===== src/verilog/boost_cfg_pkg.sv =====
// Shared constants and carriers for the boost and dimming configuration byte
package boost_cfg_pkg;

  // ==========================================================================
  // Register map (printed offsets are indices, byte address is four times)
  localparam logic [9:0]  CFG_INDEX      = 10'h0a2;
  localparam logic [9:0]  STATUS_INDEX   = 10'h0b0;
  localparam logic [7:0]  CFG_RESET      = 8'h00;
  localparam logic [1:0]  RESP_OKAY      = 2'h0;
  localparam logic [1:0]  RESP_DECERR    = 2'h3;

  // ==========================================================================
  // Field positions of the configuration byte
  localparam int          BIT_FAST_ADAPT = 7;
  localparam int          BIT_SLOW_RATE  = 6;
  localparam int          BIT_SMOOTH     = 5;
  localparam int          BIT_MODE_25    = 4;
  localparam int          BIT_ADAPT_EN   = 3;
  localparam int          BIT_BOOST_EN   = 2;
  localparam int          BIT_ILIM_SEL   = 1;
  localparam int          BIT_ISLOPE_HI  = 0;

  // ==========================================================================
  // Adaptive update rate
  localparam logic [3:0]  SLOW_DIVIDE_LAST = 4'hf;

  typedef enum logic [1:0] {
    ST_OFF,
    ST_RAMP,
    ST_ADAPT,
    ST_FIXED
  } boost_state_t;

  typedef struct packed {
    logic fast_adapt;
    logic slow_rate;
    logic smooth_ramp_en;
    logic mode_25;
    logic adapt_en;
    logic boost_en;
    logic inductor_limit_sel;
    logic current_slope_hi;
  } cfg_t;

endpackage : boost_cfg_pkg


===== src/verilog/cfg_byte_store.sv =====
// Configuration byte holder loaded from non-volatile storage after reset
`timescale 1ns/100ps
module cfg_byte_store (
  input  wire logic              i_clk_sys,
  input  wire logic              i_resetn,
  input  wire logic [7:0]        i_nv_byte,
  input  wire logic              i_wr_en,
  input  wire logic [7:0]        i_wr_data,
  output boost_cfg_pkg::cfg_t    o_cfg,
  output logic                   o_loaded
);
  import boost_cfg_pkg::*;

  logic [7:0] byte_reg;
  logic       loaded_reg;

  // ==========================================================================
  // Load once after reset release, then bus writes
  always_ff @(posedge i_clk_sys or negedge i_resetn) begin
    if (!i_resetn) begin
      byte_reg   <= CFG_RESET;
      loaded_reg <= 1'b0;
    end else if (!loaded_reg) begin
      byte_reg   <= i_nv_byte;
      loaded_reg <= 1'b1;
    end else if (i_wr_en) begin
      byte_reg   <= i_wr_data;
    end
  end

  assign o_cfg    = cfg_t'(byte_reg);
  assign o_loaded = loaded_reg;

endmodule : cfg_byte_store


===== src/verilog/boost_adaptive_config.sv =====
// Boost and dimming configuration byte with AXI4-Lite access and boost control
//
// The AXI4-Lite register port was decided locally.
`timescale 1ns/100ps
module boost_adaptive_config #(
  parameter int VSET_W = 5,
  parameter int HEAD_W = 3
) (
  input  wire logic              i_clk_sys,
  input  wire logic              i_resetn,
  input  wire logic [11:0]       i_s_axi_awaddr,
  input  wire logic              i_s_axi_awvalid,
  output logic                   o_s_axi_awready,
  input  wire logic [31:0]       i_s_axi_wdata,
  input  wire logic [3:0]        i_s_axi_wstrb,
  input  wire logic              i_s_axi_wvalid,
  output logic                   o_s_axi_wready,
  output logic [1:0]             o_s_axi_bresp,
  output logic                   o_s_axi_bvalid,
  input  wire logic              i_s_axi_bready,
  input  wire logic [11:0]       i_s_axi_araddr,
  input  wire logic              i_s_axi_arvalid,
  output logic                   o_s_axi_arready,
  output logic [31:0]            o_s_axi_rdata,
  output logic [1:0]             o_s_axi_rresp,
  output logic                   o_s_axi_rvalid,
  input  wire logic              i_s_axi_rready,
  input  wire logic [7:0]        i_nv_byte,
  input  wire logic              i_backlight_en,
  input  wire logic              i_pwm_cycle_tick,
  input  wire logic              i_startup_reached,
  input  wire logic [VSET_W-1:0] i_startup_voltage_setting,
  input  wire logic [HEAD_W-1:0] i_sink_headroom_setting,
  output logic                   o_boost_on,
  output logic                   o_adapt_active,
  output logic                   o_adapt_step,
  output logic                   o_fast_adapt,
  output logic [VSET_W-1:0]      o_vout_setting,
  output logic [HEAD_W-1:0]      o_headroom,
  output logic                   o_smooth_ramp_en,
  output logic                   o_mode_25,
  output logic                   o_inductor_limit_sel,
  output logic                   o_current_slope_hi
);
  import boost_cfg_pkg::*;

  function automatic logic [9:0] word_index(input logic [11:0] addr);
    word_index = addr[11:2];
  endfunction : word_index

  cfg_t          cfg;
  logic          loaded;
  logic          aw_hold_reg;
  logic          w_hold_reg;
  logic [9:0]    aw_index_reg;
  logic [31:0]   wdata_reg;
  logic          wstrb0_reg;
  logic          bvalid_reg;
  logic [1:0]    bresp_reg;
  logic          rvalid_reg;
  logic [1:0]    rresp_reg;
  logic [31:0]   rdata_reg;
  logic          aw_hs;
  logic          w_hs;
  logic          aw_have;
  logic          w_have;
  logic          do_write;
  logic [9:0]    wr_index;
  logic [31:0]   wr_data;
  logic          wr_strb0;
  logic          cfg_wr;
  logic          ar_hs;
  boost_state_t  state_reg;
  boost_state_t  state_next;
  logic          run_req;
  logic [3:0]    div_reg;
  logic          step_reg;
  logic [VSET_W-1:0] vout_reg;
  logic [HEAD_W-1:0] head_reg;

  // ==========================================================================
  // Configuration storage
  cfg_byte_store u_store (
    .i_clk_sys (i_clk_sys),
    .i_resetn  (i_resetn),
    .i_nv_byte (i_nv_byte),
    .i_wr_en   (cfg_wr),
    .i_wr_data (wr_data[7:0]),
    .o_cfg     (cfg),
    .o_loaded  (loaded)
  );

  // ==========================================================================
  // AXI4-Lite write channel
  assign o_s_axi_awready = !aw_hold_reg && !bvalid_reg;
  assign o_s_axi_wready  = !w_hold_reg && !bvalid_reg;
  assign aw_hs    = i_s_axi_awvalid && o_s_axi_awready;
  assign w_hs     = i_s_axi_wvalid && o_s_axi_wready;
  assign aw_have  = aw_hold_reg || aw_hs;
  assign w_have   = w_hold_reg || w_hs;
  assign do_write = aw_have && w_have && !bvalid_reg;
  assign wr_index = aw_hold_reg ? aw_index_reg
                                : word_index(i_s_axi_awaddr);
  assign wr_data  = w_hold_reg ? wdata_reg : i_s_axi_wdata;
  assign wr_strb0 = w_hold_reg ? wstrb0_reg : i_s_axi_wstrb[0];
  assign cfg_wr   = do_write && loaded && wr_index == CFG_INDEX && wr_strb0;

  always_ff @(posedge i_clk_sys or negedge i_resetn) begin
    if (!i_resetn) begin
      aw_hold_reg  <= 1'b0;
      w_hold_reg   <= 1'b0;
      aw_index_reg <= '0;
      wdata_reg    <= '0;
      wstrb0_reg   <= 1'b0;
    end else begin
      if (do_write) begin
        aw_hold_reg <= 1'b0;
        w_hold_reg  <= 1'b0;
      end else begin
        if (aw_hs) begin
          aw_hold_reg  <= 1'b1;
          aw_index_reg <= word_index(i_s_axi_awaddr);
        end
        if (w_hs) begin
          w_hold_reg <= 1'b1;
          wdata_reg  <= i_s_axi_wdata;
          wstrb0_reg <= i_s_axi_wstrb[0];
        end
      end
    end
  end

  always_ff @(posedge i_clk_sys or negedge i_resetn) begin
    if (!i_resetn) begin
      bvalid_reg <= 1'b0;
      bresp_reg  <= RESP_OKAY;
    end else if (do_write) begin
      bvalid_reg <= 1'b1;
      bresp_reg  <= (wr_index == CFG_INDEX || wr_index == STATUS_INDEX)
                    ? RESP_OKAY : RESP_DECERR;
    end else if (i_s_axi_bready) begin
      bvalid_reg <= 1'b0;
    end
  end

  assign o_s_axi_bvalid = bvalid_reg;
  assign o_s_axi_bresp  = bresp_reg;

  // ==========================================================================
  // AXI4-Lite read channel
  assign o_s_axi_arready = !rvalid_reg;
  assign ar_hs           = i_s_axi_arvalid && o_s_axi_arready;

  always_ff @(posedge i_clk_sys or negedge i_resetn) begin
    if (!i_resetn) begin
      rvalid_reg <= 1'b0;
      rresp_reg  <= RESP_OKAY;
      rdata_reg  <= '0;
    end else if (ar_hs) begin
      rvalid_reg <= 1'b1;
      rresp_reg  <= RESP_OKAY;
      unique case (word_index(i_s_axi_araddr))
        CFG_INDEX:    rdata_reg <= {24'h000000, cfg};
        STATUS_INDEX: rdata_reg <= {24'h000000, div_reg, 1'b0,
                                    loaded, state_reg};
        default: begin
          rdata_reg <= '0;
          rresp_reg <= RESP_DECERR;
        end
      endcase
    end else if (i_s_axi_rready) begin
      rvalid_reg <= 1'b0;
    end
  end

  assign o_s_axi_rvalid = rvalid_reg;
  assign o_s_axi_rresp  = rresp_reg;
  assign o_s_axi_rdata  = rdata_reg;

  // ==========================================================================
  // Boost sequencing
  assign run_req = cfg.boost_en && i_backlight_en && loaded;

  always_comb begin
    state_next = state_reg;
    unique case (state_reg)
      ST_OFF:   if (run_req) state_next = cfg.adapt_en ? ST_RAMP : ST_FIXED;
      ST_RAMP:  if (!cfg.adapt_en) state_next = ST_FIXED;
                else if (i_startup_reached) state_next = ST_ADAPT;
      ST_ADAPT: if (!cfg.adapt_en) state_next = ST_FIXED;
      ST_FIXED: if (cfg.adapt_en) state_next = ST_RAMP;
    endcase
    if (!run_req) state_next = ST_OFF;
  end

  always_ff @(posedge i_clk_sys or negedge i_resetn) begin
    if (!i_resetn) state_reg <= ST_OFF;
    else state_reg <= state_next;
  end

  // Adaptive readjust divider
  always_ff @(posedge i_clk_sys or negedge i_resetn) begin
    if (!i_resetn) begin
      div_reg  <= '0;
      step_reg <= 1'b0;
    end else begin
      step_reg <= 1'b0;
      if (state_reg != ST_ADAPT) begin
        div_reg <= '0;
      end else if (i_pwm_cycle_tick) begin
        div_reg  <= div_reg + 4'h1;
        step_reg <= !cfg.slow_rate || div_reg == SLOW_DIVIDE_LAST;
      end
    end
  end

  // Voltage and headroom targets
  always_ff @(posedge i_clk_sys or negedge i_resetn) begin
    if (!i_resetn) begin
      vout_reg <= '0;
      head_reg <= '0;
    end else begin
      if (state_reg != ST_ADAPT)
        vout_reg <= i_startup_voltage_setting;
      head_reg <= i_sink_headroom_setting;
    end
  end

  assign o_boost_on           = state_reg != ST_OFF;
  assign o_adapt_active       = state_reg == ST_ADAPT;
  assign o_adapt_step         = step_reg;
  assign o_vout_setting       = vout_reg;
  assign o_headroom           = head_reg;
  assign o_fast_adapt         = cfg.fast_adapt;
  assign o_smooth_ramp_en     = cfg.smooth_ramp_en;
  assign o_mode_25            = cfg.mode_25;
  assign o_inductor_limit_sel = cfg.inductor_limit_sel;
  assign o_current_slope_hi   = cfg.current_slope_hi;
endmodule : boost_adaptive_config


===== config.mk =====
export PLATFORM = sky130hd
export DESIGN_NAME = boost_adaptive_config
export DESIGN_NICKNAME = d
export VERILOG_FILES = /design/src/verilog/boost_cfg_pkg.sv /design/src/verilog/cfg_byte_store.sv /design/src/verilog/boost_adaptive_config.sv
export SDC_FILE = /design/constraint.sdc
export NUM_CORES = 1
export LEC_CHECK = 0
export ABC_AREA = 1
export BUFFER_PORTS_ARGS = -buffer_cell sky130_fd_sc_hd__buf_2
export CAP_MARGIN = 40
export CORE_ASPECT_RATIO = 1.1
export CORE_MARGIN = 8
export CORE_UTILIZATION = 43
export DETAILED_ROUTE_END_ITERATION = 10
export GPL_ROUTABILITY_DRIVEN = 0
export PLACE_DENSITY = 0.75
export RECOVER_POWER = 100
export SLEW_MARGIN = 20
export SYNTH_ARGS = -nofsm -noshare
export SYNTH_HDL_FRONTEND = slang
export SYNTH_SLANG_ARGS = --single-unit

===== constraint.sdc =====
create_clock -name i_clk_sys -period 1.2 [get_ports i_clk_sys]
set_input_delay 0.36 -clock i_clk_sys [delete_from_list [all_inputs] [get_ports i_clk_sys]]
set_output_delay 0.36 -clock i_clk_sys [all_outputs]
set_load 0.05 [all_outputs]

==> impl_metrics.py, run 1 <==
metrics = {
    "place": {
        "dpl_cell_area_sq_um": 3860,
        "hpwlAfterDp_mm": 6.02,
        "portBuffers": 87,
    },
    "cells_and_area": {
        "fin_nets": 633,
        "area_growth_pct": 53.6,
        "antenna_cells": 0,
        "fill_cells": 537,
        "utilization_pct": 68.2,
        "drive_gt1_share_pct": 47.8,
        "largest_reg_flops": 10,
        "fin_area_sq_um": 4810,
    },
    "timing": {
        "maxSlewViolCount": 0,
        "rsz0062_at_grt": "true",
        "hold_violations": 0,
        "clock.fmax_mhz": 634,
        "period_share_pct": 131,
        "tns_ns": -11.56,
        "setup_ws_ns": -0.376,
        "setup_viol": 73,
        "clock_skew_ns": 0.00783,
        "fin_crit_ns": 1.58,
    },
    "synthesis": {
        "ys_warn_count": 0,
        "synth_ff_type": "dfrtp_1",
        "synth_most_common_cell": "nand2_1",
        "netlist.area_leader.share_pct": 45.6,
        "ys_seq_area_share_pct": 45.6,
        "synthesis.area_sq_um": 3130,
        "synth_edf_count": 0,
        "yosys-top-cells-area": "dfrtp_1, nand2_1, buf_4",
        "synth_common_cells": "nand2_1, dfrtp_1, inv_1",
        "netlist_instances": 388,
        "ys_seq_elements": 57,
        "async_reset_ff_share_pct": 100,
        "synth_top_area_cell": "dfrtp_1",
        "avgSynthCellArea_sq_um": 8.06,
        "yosysUniqueCellTypes": 31,
    },
    "clock_network": {
        "clock_sinks": 57,
        "cts_buffers": 9,
        "path_clk_slew_ns": 0.06,
        "clock_path_buffers": 2,
        "clk_latency_ns": 0.33,
        "cts_tree": "yes",
        "root_buffer": "clkbuf_8",
        "htree_levels": 3,
    },
    "job": {
        "maxCapViolations": 0,
    },
    "min_path": {
        "hp-class": "input pin to flip-flop",
    },
    "power_and_ir_drop": {
        "irDropWorstVdd_mv": 1.16,
        "power_frac_seq_pct": 31.9,
        "switchingPower_uw": 3590,
        "total_power_uw": 8710,
        "p_per_area_nw_per_um2": 1810,
        "power_frac_clock_pct": 19.9,
        "p_comb_share_pct": 48.3,
        "p_int_uw": 5120,
        "sw_frac_of_total_pct": 41.2,
        "p_leak_uw": 0.00249,
    },
    "grt": {
        "first_global_vias": 3067,
        "overflow": 0,
        "gr-usage-met2_pct": 30.3,
        "grt_max_degree": 27,
        "grt_antenna_before_repair": 0,
        "grt_pass1_wl_mm": 14.4,
        "met3_usage_pct": 5.09,
        "track_usage_pct": 16.8,
        "grt_use_met1_pct": 18.3,
        "grt.busiest_layer": "met2",
    },
    "route": {
        "drc": 0,
        "via_count": 3130,
        "vias_per_cell": 4.96,
        "routed_wl_mm": 9.50,
        "dr.first_iter.drc_count": 138,
        "wl_per_cell_um": 15.1,
        "drt-pass1-iter-count": 4,
        "ant_nets": 0,
    },
    "floorplan": {
        "core_area_sq_um": 7050,
        "die_width_um": 97.3,
        "die_height_um": 105,
        "die_area_sq_um": 10300,
        "ios": 143,
        "rows": 32,
        "start_util_pct": 44.4,
    },
    "critical_path": {
        "endpoint_kind": "primary output",
        "r2r_setup_slack_ns": -0.33,
        "critPathKind": "flip-flop to primary output",
        "cp_max_fo": 3,
        "crit_path_top_delay_cell": "dfrtp_1",
        "crit_chain": "inv_2 > ha_4 > clkinvlp_4 > buf_6",
        "max_stage_delay_ns": 0.40,
        "arrival_ns": 1.22,
        "path_buf_inv": 3,
        "worstPathRequired_ns": 0.84,
        "crit_family": "flip-flops",
        "startpoint_type": "flip-flop",
    },
    "status": {
        "failed_checks": "negative setup slack",
        "outcome": "finished with violations",
    },
}
## path summary, 6_finish.rpt
| check | startpoint | end | depth (start not counted) |
|---|---|---|---|
| setup / recovery | state_reg[0] | o_boost_on | 4 |
| hold / removal | i_sink_headroom_setting[0] | o_headroom[0] | 1 |
| setup reg to reg | w_hold_reg | u_store.o_cfg[0] | 9 |
| hold reg to reg | wdata_reg[1] | wdata_reg[1] | 2 |
| max in group asynchronous | i_resetn | state_reg[1] | 3 |
| min in group asynchronous | i_resetn | o_s_axi_bvalid | 2 |
## cells by family (layout without fill, tap and decap cells)
family | count (synthesis) | count (layout) | share of synthesized area (%)
buffers and inverters | 78 | 209 | 13.3
multiplexers | 3 | 3 | 1.08
flip-flops | 57 | 57 | 45.6
AO/OA/AOI/OAI | 42 | 42 | 8.40
other | 2 | 25 | 0.240
adder cells (fa/ha/maj) | 6 | 6 | 2.40
AND/OR/NAND/NOR | 200 | 204 | 29.0
## stage by stage
step,hold WS (ns),setup WS (ns),cells
after floorplan,0.0644,-0.289,411
after global placement,0.297,-0.217,580
after detailed placement,0.305,-0.237,580
after CTS,0.119,-0.385,619
after global routing,0.116,-0.429,631
final,0.134,-0.376,631
## cell usage in the layout (no fill, tap or decap), types with 3 or more instances in the layout
master     n
nand2_1   90
buf_2     53
dfrtp_1   51
buf_4     46
buf_6     45
inv_1     33
nand2_2   32
conb_1    25
nand3_1   19
nor2_1    19
nand4_1   16
o21ai_2   15
clkbuf_8  13
o21ai_1    8
a31oi_1    7
nand3_4    6
nand2_4    6
nor2_4     5
a21oi_1    5
dfrtp_2    5
buf_8      4
inv_2      3
nor3_2     3
mux2_2     3
ha_1       3
## routing by layer
layer  share of wire, %  wire [um]  vias to the layer above
met5                  0          0                        -
met4                2.5        242                        0
met3                6.1        578                       21
met2                 54       5140                      116
met1                 37       3540                     1485
li1                   -          -                     1508
## final cells by class
class	count	area (sq um)	area share [%]
timing repair buffer	151	1210	25.2
sequential	57	1440	29.9
inverter	42	184	3.83
tap	85	106	2.21
multi-input combinational	280	1670	34.8
clock buffer	14	183	3.80
clock inverter	2	10.0	0.208
## power by group through the flow
stage / Combinational (uW) / Sequential (uW) / Clock, uW
floorplan: 1880 / 2970 / 0
global placement: 2710 / 2740 / 0
detailed placement: 2780 / 2760 / 0
CTS: 3640 / 2710 / 1750
global route: 4490 / 2830 / 1850
finish: 4200 / 2780 / 1730
## repair_timing
action	CTS	global route
pin swaps	12	27
cloned	5	0
hold buffers	1	0
setup buffers	17	15
endpoints found under the setup margin	65	65
hold endpoints to repair	12	0
resized for setup	99	63
Note: power is estimated with default switching activity, not from simulation.
==> run 2, diff against run 1 <==
- PLACE_DENSITY: 0.75 -> 0.81
==> run 2 against run 1 <==
  * The flow still finishes with violations (negative setup slack)
  * Combinational power hardly changed
  * Register-to-register slack better by 0.03 ns
  * Setup slack worse by 0.011 ns
  * Power is 1.7% higher
  * Critical path depth stayed put
  * First-iteration DRC count is 17% higher
  * Clock power is 9% higher
  * Critical path type unchanged
  * Sequential share of layout area is 0.85 points lower
  * Die area stayed put
  * Clock-buffer cell count stayed put
  * Non-clock buffer count is 6 higher
  * Final cell count is 0.95% higher
==> impl_metrics.py, run 2 (synthesis gave the netlist of run 1 again) <==
metrics = {
    "timing": {
        "setup_ws_ns": -0.387,
        "maxSlewViolCount": 0,
        "clock_skew_ns": 0.00911,
        "tns_ns": -10.51,
        "setup_viol": 73,
        "hold_violations": 0,
        "period_share_pct": 132,
        "rsz0062_at_grt": "true",
        "clock.fmax_mhz": 630,
        "fin_crit_ns": 1.59,
    },
    "critical_path": {
        "rr_endpoint": "u_store.o_cfg[5]",
        "critPathKind": "flip-flop to primary output",
        "startpoint_type": "flip-flop",
        "cp_max_fo": 3,
        "worstRegToRegCells": 8,
        "r2r_start": "o_s_axi_bvalid",
        "r2r_setup_slack_ns": -0.30,
        "worstPathRequired_ns": 0.84,
        "arrival_ns": 1.23,
        "endpoint_kind": "primary output",
    },
    "route": {
        "wl_per_cell_um": 15.3,
        "drc": 0,
        "via_count": 3150,
        "dr.first_iter.drc_count": 161,
        "routed_wl_mm": 9.75,
        "drt-pass1-iter-count": 4,
        "vias_per_cell": 4.95,
        "ant_nets": 0,
    },
    "clock_network": {
        "clock_path_buffers": 2,
        "clk_latency_ns": 0.33,
        "path_clk_slew_ns": 0.06,
        "root_buffer": "clkbuf_8",
        "cts_tree": "yes",
        "cts_buffers": 9,
        "htree_levels": 3,
        "clock_sinks": 57,
    },
    "grt": {
        "track_usage_pct": 17.6,
        "overflow": 0,
        "grt_max_degree": 27,
        "grt_antenna_before_repair": 0,
        "grt_pass1_wl_mm": 15.1,
        "first_global_vias": 3297,
    },
    "cells_and_area": {
        "antenna_cells": 0,
        "fin_area_sq_um": 4940,
        "area_growth_pct": 58.0,
        "register_area_sq_um": 1440,
        "layout_commonest_cell": "nand2_1",
        "fill_cells": 511,
        "layout_common_cells": "nand2_1, buf_2, dfrtp_1",
        "fin_nets": 639,
        "drive_gt1_share_pct": 48.7,
        "largest_reg_flops": 10,
        "multiInputGateArea_sq_um": 1720,
    },
    "power_and_ir_drop": {
        "irDropWorstVdd_mv": 1.19,
        "p_per_area_nw_per_um2": 1790,
        "total_power_uw": 8860,
        "p_leak_uw": 0.00254,
    },
    "place": {
        "dpl_cell_area_sq_um": 3880,
        "portBuffers": 87,
        "hpwlAfterDp_mm": 6.07,
    },
    "job": {
        "maxCapViolations": 0,
    },
    "floorplan": {
        "die_width_um": 97.3,
        "rows": 32,
        "die_area_sq_um": 10300,
        "start_util_pct": 44.4,
        "ios": 143,
        "die_height_um": 105,
        "core_area_sq_um": 7050,
    },
    "min_path": {
        "holdPathStages": 1,
        "holdPathEnd": "o_headroom[2]",
        "hp-class": "input pin to flip-flop",
        "hold_start": "i_sink_headroom_setting[2]",
    },
    "status": {
        "failed_checks": "negative setup slack",
        "outcome": "finished with violations",
    },
}
[run 2: stage by stage]
step / cells / utilization (%) / hold slack [ns] / worst slack [ns]
3_3_place_gp: 582 / 55.1 / 0.290 / -0.209
3_5_place_dp: 582 / 55.1 / 0.292 / -0.248
2_1_floorplan: 411 / - / 0.0644 / -0.289
6_report: 637 / 70.1 / 0.135 / -0.387
4_1_cts: 623 / 65.9 / 0.124 / -0.369
5_1_grt: 637 / 70.1 / 0.117 / -0.427
[run 2: worst max path at each step]
stage	start	end	slack [ns]	cells past startpoint
finish	state_reg[1]	o_boost_on	-0.39	4
global placement	aw_hold_reg	u_store.o_cfg[5]	-0.21	9
global route	state_reg[1]	o_boost_on	-0.43	4
CTS	state_reg[1]	o_boost_on	-0.37	4
detailed placement	aw_hold_reg	wdata_reg[2]	-0.25	5
floorplan	o_s_axi_bvalid	aw_index_reg[1]	-0.29	3
[run 2: where the power goes]
group          switching, uW  internal (uW)
Sequential               399           2390
Clock                    749           1130
Combinational           2420           1780
Total                   3560           5300
[run 2: layer usage]
metal  vias up  wire length, um  global-route usage, %
li1       1525                -                      -
met2       124             5270                   31.5
met1      1477             3660                   19.3
met5         -                0                      0
met3        24              612                   4.31
met4         0              211                   8.13
[run 2: worst max-delay path: stages, from the launching register on]
cell        delay, ns
dfrtp_1          0.41
inv_2            0.11
ha_4             0.15
clkinvlp_4       0.08
buf_8            0.15
[run 2: repair_timing]
item	in CTS	in global routing
gates resized for setup	108	61
pin swaps	12	19
endpoints found under the setup margin	64	75
gates cloned	4	1
hold buffers	1	0
hold endpoints to repair	8	0
buffers inserted	21	18
[run 2: final cells by class]
type	instances	area share, %
flip-flops and latches	57	29.0
well taps	85	2.15
repair buffers	157	26.2
clock buffers	14	3.49
multi-input cells	280	34.8
inverters	42	3.62
clock inverters	2	0.709
